==> config.mk <==
export PLATFORM = sky130hd
export DESIGN_NAME = keypad_matrix_scanner
export DESIGN_NICKNAME = d
export VERILOG_FILES = /design/src/common/keypad_pkg.sv /design/src/hw/pin_sync.sv /design/src/hw/keypad_matrix_scanner.sv
export SDC_FILE = /design/constraint.sdc
export NUM_CORES = 1
export LEC_CHECK = 0
export BUFFER_PORTS_ARGS = -buffer_cell sky130_fd_sc_hd__buf_2
export CAP_MARGIN = 10
export CORE_MARGIN = 5
export CORE_UTILIZATION = 40
export DETAILED_ROUTE_END_ITERATION = 10
export GPL_TIMING_DRIVEN = 0
export PLACE_DENSITY = 0.58
export SLEW_MARGIN = 20
export SYNTH_ARGS = -nofsm -noshare
export SYNTH_HDL_FRONTEND = slang
export SYNTH_SLANG_ARGS = --single-unit
==> constraint.sdc <==
create_clock -name clock -period 20 [get_ports clock]
set_input_delay 6 -clock clock [delete_from_list [all_inputs] [get_ports clock]]
set_output_delay 6 -clock clock [all_outputs]
set_load 0.005 [all_outputs]
==> src/common/keypad_pkg.sv <==
package keypad_pkg;

	// Clock and timing
	localparam int CLOCK_PERIOD_NS = 10;
	localparam int SCAN_PERIOD_MS = 10;
	localparam int SCAN_PERIOD_CYCLES = SCAN_PERIOD_MS * 1000000 / CLOCK_PERIOD_NS;
	localparam int ROW_SETTLE_NS = 100;
	localparam int ROW_SETTLE_CYCLES = (ROW_SETTLE_NS + CLOCK_PERIOD_NS - 1) / CLOCK_PERIOD_NS;
	localparam int TIMER_WIDTH = 20;

	// Matrix geometry and scancode layout
	localparam int MATRIX_LINES = 8;
	localparam int ROW_STRIDE = 8;
	localparam logic [7:0] RELEASE_OFFSET = 8'h80;

	// Register offsets (byte addresses)
	localparam logic [7:0] OFFSET_CONTROL = 8'h00;
	localparam logic [7:0] OFFSET_DEBOUNCE = 8'h04;
	localparam logic [7:0] OFFSET_GPIO_DIR = 8'h08;
	localparam logic [7:0] OFFSET_GPIO_OUT = 8'h0c;
	localparam logic [7:0] OFFSET_GPIO_IN = 8'h10;
	localparam logic [7:0] OFFSET_EVENT = 8'h14;
	localparam logic [7:0] OFFSET_INT_STATUS = 8'h18;
	localparam logic [7:0] OFFSET_INT_ENABLE = 8'h1c;
	localparam logic [7:0] OFFSET_INT_CLEAR = 8'h20;
	localparam logic [7:0] OFFSET_SCAN_STATE = 8'h24;

	// Control fields
	localparam int CTRL_ROWS_LSB = 0;
	localparam int CTRL_COLS_LSB = 4;
	localparam int CTRL_ENABLE_BIT = 8;
	localparam int CTRL_LOW_POWER_BIT = 9;
	localparam logic [3:0] ROWS_RESET = 4'h8;
	localparam logic [3:0] COLS_RESET = 4'h8;
	localparam logic [3:0] DEBOUNCE_RESET = 4'h3;

	// Event register fields
	localparam int EVENT_VALUE_BIT = 8;
	localparam int EVENT_VALID_BIT = 31;

	// Interrupt status bits
	localparam int INT_DETECT_BIT = 0;
	localparam int INT_EVENT_BIT = 1;
	localparam int INT_BITS = 2;

	typedef enum logic [1:0] {
		PHASE_IDLE,
		PHASE_SCAN,
		PHASE_COMPARE,
		PHASE_WAIT
	} scan_phase_type;

	typedef struct packed {
		logic [7:0] addr;
		logic [31:0] wdata;
		logic write;
		logic read;
	} bus_request_type;

	typedef struct packed {
		logic [7:0] col;
		logic [7:0] row;
	} pin_group_type;

endpackage

==> src/hw/pin_sync.sv <==
`timescale 1ns/1ps
module pin_sync
	import keypad_pkg::*;
(
	input wire logic clock,
	input wire logic rst_n,
	input pin_group_type pins,
	output pin_group_type synced
);

	typedef struct packed {
		logic [15:0] first;
		logic [15:0] second;
		logic [15:0] third;
		logic [15:0] agreed;
	} sync_state_type;

	sync_state_type st;
	sync_state_type next_st;
	logic [15:0] next_agreed;

	// A change counts only once the second and third stage agree
	for (genvar i = 0; i < 16; i++)
	begin : agree_bit
		assign next_agreed[i] = (st.second[i] == st.third[i]) ? st.third[i] : st.agreed[i];
	end

	always_comb
	begin
		next_st = st;
		next_st.first = pins;
		next_st.second = st.first;
		next_st.third = st.second;
		next_st.agreed = next_agreed;
	end

	// Idle level of pulled-up lines is high, so reset to ones
	always_ff @(posedge clock or negedge rst_n)
	begin
		if (!rst_n)
			st <= {4{16'hffff}};
		else
			st <= next_st;
	end

	assign synced = st.agreed;

endmodule

==> src/hw/keypad_matrix_scanner.sv <==
// The address-and-strobe port and the register addresses were chosen for this implementation.
`timescale 1ns/1ps
// Functional notes
// [RULE_01] Scan up to eight rows by eight columns
// [RULE_02] Unused row and column pins act as GPIO
// [RULE_03] Run mode and low-power mode both detect presses
// [RULE_04] Low-power wake works without the clock
// [RULE_05] Key down interrupts, then full scan follows
// [RULE_06] Rescan every 10 ms while keys active
// [RULE_07] Every change debounced, delay is configurable
// [RULE_08] Press code is row times 8 plus column
// [RULE_09] Release code is press code plus 128
// [RULE_10] Event value 1 press, 0 release
// [RULE_11] Active row and column counts configurable
// [RULE_12] Report after state stable configured scan count
module keypad_matrix_scanner
	import keypad_pkg::*;
#(
	parameter int SCAN_PERIOD_CYCLES_P = SCAN_PERIOD_CYCLES
)
(
	input wire logic clock,
	input wire logic rst_n,
	input bus_request_type bus,
	output logic [31:0] read_data,
	input pin_group_type pin_in,
	output pin_group_type pin_out,
	output pin_group_type pin_oe,
	output logic irq,
	output logic key_wake
);

	localparam logic [TIMER_WIDTH-1:0] SCAN_RELOAD = TIMER_WIDTH'(SCAN_PERIOD_CYCLES_P - 1);
	localparam logic [TIMER_WIDTH-1:0] SETTLE_RELOAD = TIMER_WIDTH'(ROW_SETTLE_CYCLES - 1);

	typedef struct packed {
		logic [3:0] row_count;
		logic [3:0] col_count;
		logic enable;
		logic low_power;
		logic [3:0] debounce_scan_interval;
		pin_group_type gpio_dir;
		pin_group_type gpio_out;
		logic [INT_BITS-1:0] int_status;
		logic [INT_BITS-1:0] int_enable;
		logic event_valid;
		logic [7:0] event_code;
		logic event_value;
		scan_phase_type phase;
		logic [TIMER_WIDTH-1:0] timer;
		logic [2:0] row;
		logic [5:0] key;
		logic [7:0][7:0] raw;
		logic [7:0][7:0] reported;
		logic [63:0][3:0] stable_count;
		logic [31:0] read_data;
		pin_group_type pin_out;
		pin_group_type pin_oe;
	} scanner_state_type;

	scanner_state_type st;
	scanner_state_type next_st;
	logic [1:0] rst_pipe;
	logic rst_n_sync;
	pin_group_type synced;
	logic [7:0] row_active;
	logic [7:0] col_active;
	logic [7:0] col_pressed;
	logic sampled;
	logic [4:0] count_plus;
	logic any_active;

	// Reset release through two flops
	always_ff @(posedge clock or negedge rst_n)
	begin
		if (!rst_n)
			rst_pipe <= 2'h0;
		else
			rst_pipe <= {rst_pipe[0], 1'b1};
	end
	assign rst_n_sync = rst_pipe[1];

	pin_sync u_pin_sync (
		.clock(clock),
		.rst_n(rst_n_sync),
		.pins(pin_in),
		.synced(synced)
	);

	// Lines below the configured counts belong to the matrix
	for (genvar i = 0; i < MATRIX_LINES; i++)
	begin : line_mask
		assign row_active[i] = (4'(i) < st.row_count); // [RULE_11]
		assign col_active[i] = (4'(i) < st.col_count); // [RULE_11]
	end

	assign col_pressed = ~synced.col & col_active; // [RULE_01]

	// Unclocked path: rows stay driven low while idle, so a press pulls a column low
	assign key_wake = st.enable & st.low_power & (|(~pin_in.col & col_active)); // [RULE_04]

	always_comb
	begin
		next_st = st;
		sampled = st.raw[st.key[5:3]][st.key[2:0]];
		count_plus = {1'b0, st.stable_count[st.key]} + 5'h01;
		any_active = (|st.raw) | (|st.reported);
		next_st.read_data = 32'h0;

		if (bus.write)
		begin
			case (bus.addr)
				OFFSET_CONTROL:
				begin
					next_st.row_count = bus.wdata[CTRL_ROWS_LSB +: 4];
					next_st.col_count = bus.wdata[CTRL_COLS_LSB +: 4];
					next_st.enable = bus.wdata[CTRL_ENABLE_BIT];
					next_st.low_power = bus.wdata[CTRL_LOW_POWER_BIT];
				end
				OFFSET_DEBOUNCE: next_st.debounce_scan_interval = bus.wdata[3:0]; // [RULE_07]
				OFFSET_GPIO_DIR: next_st.gpio_dir = bus.wdata[15:0];
				OFFSET_GPIO_OUT: next_st.gpio_out = bus.wdata[15:0];
				OFFSET_INT_ENABLE: next_st.int_enable = bus.wdata[INT_BITS-1:0];
				OFFSET_INT_CLEAR: next_st.int_status = st.int_status & ~bus.wdata[INT_BITS-1:0];
				default: ;
			endcase
		end

		if (bus.read)
		begin
			case (bus.addr)
				OFFSET_CONTROL:
				begin
					next_st.read_data[CTRL_ROWS_LSB +: 4] = st.row_count;
					next_st.read_data[CTRL_COLS_LSB +: 4] = st.col_count;
					next_st.read_data[CTRL_ENABLE_BIT] = st.enable;
					next_st.read_data[CTRL_LOW_POWER_BIT] = st.low_power;
				end
				OFFSET_DEBOUNCE: next_st.read_data[3:0] = st.debounce_scan_interval;
				OFFSET_GPIO_DIR: next_st.read_data[15:0] = st.gpio_dir;
				OFFSET_GPIO_OUT: next_st.read_data[15:0] = st.gpio_out;
				OFFSET_GPIO_IN: next_st.read_data[15:0] = synced;
				OFFSET_EVENT:
				begin
					next_st.read_data[7:0] = st.event_code;
					next_st.read_data[EVENT_VALUE_BIT] = st.event_value;
					next_st.read_data[EVENT_VALID_BIT] = st.event_valid;
					// Reading the event frees the holding register
					next_st.event_valid = 1'b0;
				end
				OFFSET_INT_STATUS: next_st.read_data[INT_BITS-1:0] = st.int_status;
				OFFSET_INT_ENABLE: next_st.read_data[INT_BITS-1:0] = st.int_enable;
				OFFSET_SCAN_STATE:
				begin
					next_st.read_data[1:0] = st.phase;
					next_st.read_data[15:8] = st.reported[0] | st.reported[1] | st.reported[2]
						| st.reported[3] | st.reported[4] | st.reported[5] | st.reported[6]
						| st.reported[7];
				end
				default: ;
			endcase
		end

		// Scan sequencer; hardware sets below the clear so a set wins
		case (st.phase)
			PHASE_IDLE:
			begin
				if (st.enable && (|col_pressed)) // [RULE_03]
				begin
					next_st.int_status[INT_DETECT_BIT] = 1'b1; // [RULE_05]
					next_st.phase = PHASE_SCAN; // [RULE_05]
					next_st.row = 3'h0;
					next_st.timer = SETTLE_RELOAD;
				end
			end
			PHASE_SCAN:
			begin
				if (st.timer != '0)
					next_st.timer = st.timer - 1'b1;
				else
				begin
					next_st.raw[st.row] = col_pressed & {8{row_active[st.row]}}; // [RULE_01]
					if ({1'b0, st.row} + 4'h1 >= st.row_count || st.row == 3'h7) // [RULE_11]
					begin
						next_st.phase = PHASE_COMPARE;
						next_st.key = 6'h0;
					end
					else
					begin
						next_st.row = st.row + 3'h1;
						next_st.timer = SETTLE_RELOAD;
					end
				end
			end
			PHASE_COMPARE:
			begin
				if (sampled == st.reported[st.key[5:3]][st.key[2:0]])
				begin
					next_st.stable_count[st.key] = 4'h0;
					next_st.key = st.key + 6'h1;
				end
				else if (count_plus >= {1'b0, st.debounce_scan_interval}) // [RULE_12]
				begin
					// Holds here until software has taken the previous event
					if (!st.event_valid)
					begin
						next_st.reported[st.key[5:3]][st.key[2:0]] = sampled; // [RULE_07]
						next_st.stable_count[st.key] = 4'h0;
						next_st.event_code = {2'b00, st.key} | (sampled ? 8'h00 : RELEASE_OFFSET); // [RULE_08] [RULE_09]
						next_st.event_value = sampled; // [RULE_10]
						next_st.event_valid = 1'b1;
						next_st.int_status[INT_EVENT_BIT] = 1'b1;
						next_st.key = st.key + 6'h1;
					end
				end
				else
				begin
					next_st.stable_count[st.key] = count_plus[3:0]; // [RULE_12]
					next_st.key = st.key + 6'h1;
				end
				if (st.key == 6'h3f && next_st.key == 6'h0)
				begin
					if (any_active)
					begin
						next_st.phase = PHASE_WAIT; // [RULE_06]
						next_st.timer = SCAN_RELOAD;
					end
					else
						next_st.phase = PHASE_IDLE;
				end
			end
			PHASE_WAIT:
			begin
				if (st.timer != '0)
					next_st.timer = st.timer - 1'b1;
				else
				begin
					next_st.phase = PHASE_SCAN; // [RULE_06]
					next_st.row = 3'h0;
					next_st.timer = SETTLE_RELOAD;
				end
			end
			default: next_st.phase = PHASE_IDLE;
		endcase

		if (!st.enable)
			next_st.phase = PHASE_IDLE;

		// Pin ownership: matrix rows drive low (during a scan only the scanned row), matrix columns are inputs, the rest follow the GPIO registers
		for (int i = 0; i < MATRIX_LINES; i++)
		begin
			if (row_active[i] && st.enable)
			begin
				next_st.pin_out.row[i] = 1'b0;
				next_st.pin_oe.row[i] = (next_st.phase == PHASE_SCAN) ? (next_st.row == 3'(i)) : 1'b1;
			end
			else
			begin
				next_st.pin_out.row[i] = st.gpio_out.row[i]; // [RULE_02]
				next_st.pin_oe.row[i] = st.gpio_dir.row[i]; // [RULE_02]
			end
			if (col_active[i] && st.enable)
			begin
				next_st.pin_out.col[i] = 1'b0;
				next_st.pin_oe.col[i] = 1'b0;
			end
			else
			begin
				next_st.pin_out.col[i] = st.gpio_out.col[i]; // [RULE_02]
				next_st.pin_oe.col[i] = st.gpio_dir.col[i]; // [RULE_02]
			end
		end
	end

	always_ff @(posedge clock or negedge rst_n_sync)
	begin
		if (!rst_n_sync)
		begin
			st <= '0;
			st.row_count <= ROWS_RESET;
			st.col_count <= COLS_RESET;
			st.debounce_scan_interval <= DEBOUNCE_RESET;
			st.phase <= PHASE_IDLE;
		end
		else
			st <= next_st;
	end

	assign read_data = st.read_data;
	assign pin_out = st.pin_out;
	assign pin_oe = st.pin_oe;
	assign irq = |(st.int_status & st.int_enable);
endmodule

==> results.cfg, run 1 <==
[run_status]
status = finished clean

[timing]
rsz0062_at_grt = false
hold_violations = 0
setup_slack_ns = 6.99
fin_tns_setup_ns = 0
min_period_ns = 13.01
relSlewSlack = 0.190
finalSetupViolations = 0
fmax_mhz = 76.8
tightest_slew_ns = 1.22
slew_viol_final = 0
period_share = 0.651
clock_skew_ns = 0.0266

[job]
drv_cap = 0

[layout]
syn2layout_area_growth_pct = 14.9
drive_above_1_share = 0.242
fin_nets = 2698

[floorplanning]
rows = 96
core_area_sq_um = 68800
die_h_um = 274
num_io_pins = 126
dieArea_sq_um = 75000
start_util = 0.404
dieWidth_um = 274

[critical_path]
crit_path_end_kind = output pin
crit_fanout = 3
crit_path_frequent_cell = a21oi_1
reg2reg_depth = 21
worstReg2RegEnd = st[252]
path_cells = buf_2 -> nand2b_1 -> a21oi_1 -> a21oi_1 -> a21oi_1 -> o21ai_0 -> a21oi_1 -> a21oi_1 -> buf_2
crit_required_ns = 14.00
rrSetupSlack_ns = 13.03
cp_slowest_cell = a21oi_1
crit_path_start_kind = primary input
cp_slowest_stage_delay_ns = 0.15
r2r-start = st[449]
arrival_ns = 7.01
crit_type = in2out

[synthesis]
yosysSeqAreaShare = 0.533
avgSynthCellArea_sq_um = 11.4
synth_cell_types = 82
synthCells = 2434
synth_most_common_cell = dfrtp_1
synth.area.top_cells = dfrtp_1, mux2_2, mux2_1, dfstp_2, o21ai_0
async_flop_share = 1.00
syn-cell-area_sq_um = 27800
yosysTopAreaCell = dfrtp_1
yosysTopAreaCellShare = 0.468
ys_ff_latch = 589
synth.cells.most_frequent = dfrtp_1, o21ai_0, nand2_1
ys.flop_type = dfrtp_1
synth-edff-count = 0
yosys_warnings = 0

[cts]
clkLatencyLatePin_ns = 0.61
h-tree-depth = 3
cts_buffers = 66
clk_pin_slew_ns = 0.06
clock_path_buffers = 3
root_buffer = clkbuf_16
numClockSinks = 589
cts_tree = built
cts.repair.resized = 0
cts_hold_buf = 0
cts_setup_buffers = 0

[global_route]
antenna_found_initial = 2
grt_pass1_wl_mm = 139
grtUsageTotal = 0.243
gr-total-overflow = 0
grt_pass1_vias = 21400
grt_max_degree = 59

[drt]
routedWlPerCell_um = 25.5
final_antenna_net_count = 0
first_iter_violations = 2073
first_pass_iters = 6
vias_per_cell = 5.88
drc = 0
vias = 21200
finalWirelength_mm = 91.9

[power_and_ir_drop]
leakage_nw = 14.5
p_per_area_nw_per_um2 = 79.2
vdd_drop_max_v = 0.0000609

[hold_path]
whs_path_depth = 0
hp-start = u_pin_sync.next_st[47]
holdCritPathClass = reg2reg
holdPathEnd = u_pin_sync.next_st[31]

[placed_design]
pre_cts_ws_ns = 7.00
hpwlAfterDp_mm = 68.6
port-buffer-count = 94
routabilityCongestion = 0.937
==> layout by cell type (no fill, tap or decap), types with 67 or more instances in the layout <==
master,netlist,layout
dfrtp_1,521,520
o21ai_0,243,243
nand2_1,205,205
mux2_2,174,174
mux2_1,161,161
buf_2,36,130
clkbuf_1,102,122
nor2_1,92,92
a22oi_1,86,86
buf_4,72,74
dfstp_2,68,68
clkbuf_16,0,67
==> power by group <==
group | total, W | internal (W) | switching, W
Combinational | 0.000109 | 0.0000407 | 0.0000684
Clock | 0.00118 | 0.000675 | 0.000506
Sequential | 0.00124 | 0.00122 | 0.0000216
==> cell families (layout without fill, tap and decap cells) <==
kind of cell,after synthesis,in the layout,synth area share
adder cells (fa/ha/maj),29,29,0.0116
XOR/XNOR,3,3,0.000944
buffers and inverters,253,482,0.0471
AO/OA/AOI/OAI,579,579,0.134
other,2,17,0.000270
flip-flops,589,589,0.533
AND/OR/NAND/NOR,579,579,0.112
multiplexers,400,400,0.161
==> layout make-up <==
cell class | instances | area [sq um]
Clock inverter | 23 | 188
Buffer | 226 | 1210
Multi-Input combinational cell | 1606 | 11800
Clock buffer | 97 | 1890
Timing Repair Buffer | 109 | 803
Inverter | 27 | 101
Antenna cell | 1 | 2.50
Sequential cell | 589 | 14800
Fill cell | 6390 | 36900
Tap cell | 931 | 1160
==> worst max-delay path by stage <==
stage,startpoint,endpoint,cells after the start
after floorplan,rst_pipe[1],pin_oe[0],0
after global placement,rst_pipe[1],st[104],0
after detailed placement,pin_in[11],key_wake,9
after CTS,pin_in[11],key_wake,9
after global routing,pin_in[11],key_wake,9
final,pin_in[11],key_wake,9
==> layer usage <==
| metal | global-route usage | wire length [um] |
|---|---|---|
| met1 | 0.343 | 39800 |
| met2 | 0.380 | 42100 |
| met3 | 0.0453 | 6540 |
| met4 | 0.0828 | 3410 |
| met5 | 0 | 13 |
==> metrics by stage <==
| step | util | area, sq um | cells | hold slack, ns | power [W] |
|---|---|---|---|---|---|
| final | 0.465 | 32000 | 3609 | 0.344 | 0.00253 |
| after CTS | 0.465 | 32000 | 3608 | 0.348 | 0.00256 |
| after global routing | 0.465 | 32000 | 3609 | 0.352 | 0.00262 |
| after floorplan | - | 27900 | 2448 | 0.331 | 0.00132 |
| after detailed placement | 0.434 | 29900 | 3488 | 0.336 | 0.00137 |
| after global placement | 0.429 | 29500 | 3473 | 0.337 | 0.00136 |
==> flip-flops by register name, indices dropped and copies added (netlist names) <==
register            cells
rst_pipe                2
pin_out                16
read_data              17
u_pin_sync.st          16
pin_oe                 16
st                    474
u_pin_sync.next_st     32
u_pin_sync.synced      16
==> critical path: cells and delay by family <==
family	cells	cell delay [ns]
compound gates	6	0.66
simple gates	1	0.07
buf+inv	2	0.28
No activity file was read; power rests on OpenSTA's default activity.
==> run 2: changes to the inputs <==
--- a/config.mk
+++ b/config.mk
@@ -11,7 +11,7 @@
 export CORE_UTILIZATION = 40
 export DETAILED_ROUTE_END_ITERATION = 10
 export GPL_TIMING_DRIVEN = 0
-export PLACE_DENSITY = 0.58
+export PLACE_DENSITY = 0.6
 export SLEW_MARGIN = 20
 export SYNTH_ARGS = -nofsm -noshare
 export SYNTH_HDL_FRONTEND = slang
==> constraint.sdc (replaced) <==
create_clock -name clock -period 11 [get_ports clock]
set_input_delay 3.3 -clock clock [delete_from_list [all_inputs] [get_ports clock]]
set_output_delay 3.3 -clock clock [all_outputs]
set_load 0.005 [all_outputs]
==> run 2 against run 1 <==
Compared with the run above:
- non-clock buffer count up 2
- combinational power up 83%
- sequential share of layout area down 0.19 points
- final area up 0.42%
- critical endpoint unchanged
- clock skew down 0.0025 ns
- die area unchanged
==> results.cfg, run 2 (synthesis gave the netlist of run 1 again) <==
[floorplanning]
num_io_pins = 126
dieArea_sq_um = 75000
rows = 96
start_util = 0.404
core_area_sq_um = 68800
dieWidth_um = 274
die_h_um = 274

[global_route]
gr-usage-met1 = 0.336
busiest_layer = met2
met2_usage = 0.379
grt_pass1_vias = 21400
grtUsageTotal = 0.241
grt_pass1_wl_mm = 137
antenna_found_initial = 2
grt_max_degree = 58
gr-total-overflow = 0
met3_usage = 0.0487

[drt]
routedWlPerCell_um = 25.4
first_iter_violations = 2132
first_pass_iters = 6
final_antenna_net_count = 0
vias = 21100
drc = 0
vias_per_cell = 5.85
finalWirelength_mm = 91.8

[power_and_ir_drop]
leakage_nw = 14.6
power_w = 0.00471
vdd_drop_max_v = 0.000121
p_per_area_nw_per_um2 = 147

[layout]
layout.cells.most_common = dfrtp_1
largest_reg_flops = 474
drive_above_1_share = 0.244
syn2layout_area_growth_pct = 15.4
largest_register = st
fillers = 6279
final_cell_mix = dfrtp_1, o21ai_0, nand2_1
fin_nets = 2700

[cts]
clock_path_buffers = 3
cts_hold_buf = 0
clk_pin_slew_ns = 0.06
root_buffer = clkbuf_16
cts.repair.resized = 0
cts_tree = built
numClockSinks = 589
cts_buffers = 66
clkLatencyLatePin_ns = 0.61
h-tree-depth = 3
cts_setup_buffers = 0

[timing]
tightest_slew_ns = 1.24
hold_violations = 0
relSlewSlack = 0.176
period_share = 0.687
clock_skew_ns = 0.0241
slew_viol_final = 0
setup_slack_ns = 3.44
fmax_mhz = 132
finalSetupViolations = 0
rsz0062_at_grt = false
min_period_ns = 7.56

[critical_path]
cp_slowest_stage_delay_ns = 0.14
crit_path_start_kind = primary input
reg2reg_depth = 20
path_cells = buf_2 -> nand2b_1 -> a21oi_1 -> a21oi_1 -> a21oi_1 -> o21ai_0 -> a21oi_1 -> a21oi_1 -> buf_2
crit_required_ns = 7.70
crit_fanout = 3
arrival_ns = 4.26
cp_slowest_cell = buf_2
crit_type = in2out
crit_path_end_kind = output pin
crit_path_frequent_cell = a21oi_1

[run_status]
status = finished clean

[job]
drv_cap = 0

[placed_design]
port-buffer-count = 94
routabilityCongestion = 0.978
pre_cts_ws_ns = 3.46
hpwlAfterDp_mm = 68.1

[hold_path]
holdCritPathClass = reg2async
[run 2: cell types whose count changed in the layout (fill, tap and decap cells not counted), moves of 2 or more]
cell and change:
buf_12 +2, bufinv_16 +4, clkbuf_1 -3, clkinv_2 -3, diode_2 +2
[run 2: path summary, 6_finish.rpt]
check                                            start                      to  slack [ns]
worst max-delay path                        pin_in[11]                key_wake        3.44
worst max register to register                 st[448]                 st[201]        4.07
min in group clock              u_pin_sync.next_st[42]  u_pin_sync.next_st[26]        0.35
worst min register to register             rst_pipe[1]                 st[425]        0.21
worst min-delay path                       rst_pipe[1]                 st[425]        0.21
max in group asynchronous                        rst_n             rst_pipe[1]        8.41
[run 2: power breakdown]
| part | switching [W] | leakage [nW] | internal, W |
|---|---|---|---|
| Sequential | 0.0000372 | 7.60 | 0.00222 |
| Clock | 0.000927 | 1.07 | 0.00132 |
| Combinational | 0.000125 | 5.89 | 0.0000746 |
[run 2: worst max-delay path, delay by kind of cell]
kind | cells | cell delay (ns)
and+or+nand+nor | 1 | 0.07
AOI/OAI and AO/OA | 6 | 0.62
buffers and inverters | 2 | 0.27
[run 2: final cells by class]
type	count	area, sq um	area share
diodes	3	7.51	0.000234
plain buffers	226	1210	0.0376
clock buffers	94	1890	0.0588
clock inverters	24	294	0.00916
inverters	27	101	0.00316
multi-input cells	1606	11800	0.367
flip-flops and latches	589	14800	0.462
well taps	931	1160	0.0363
repair buffers	111	820	0.0255
[run 2: per-stage QoR]
step                 util  cells  hold WS, ns  setup TNS [ns]  area [sq um]
global route        0.466   3610        0.250               0         32100
global placement    0.429   3473        0.335         -944.37         29500
CTS                 0.466   3607        0.221               0         32100
finish              0.467   3611        0.209               0         32100
floorplan               -   2448        0.331               0         27900
detailed placement  0.435   3489        0.221               0         29900
[run 2: routing by layer]
layer	up-vias	part of all wire
li1	9169	-
met1	10900	0.43
met2	901	0.46
met3	199	0.076
met4	0	0.037
met5	-	0
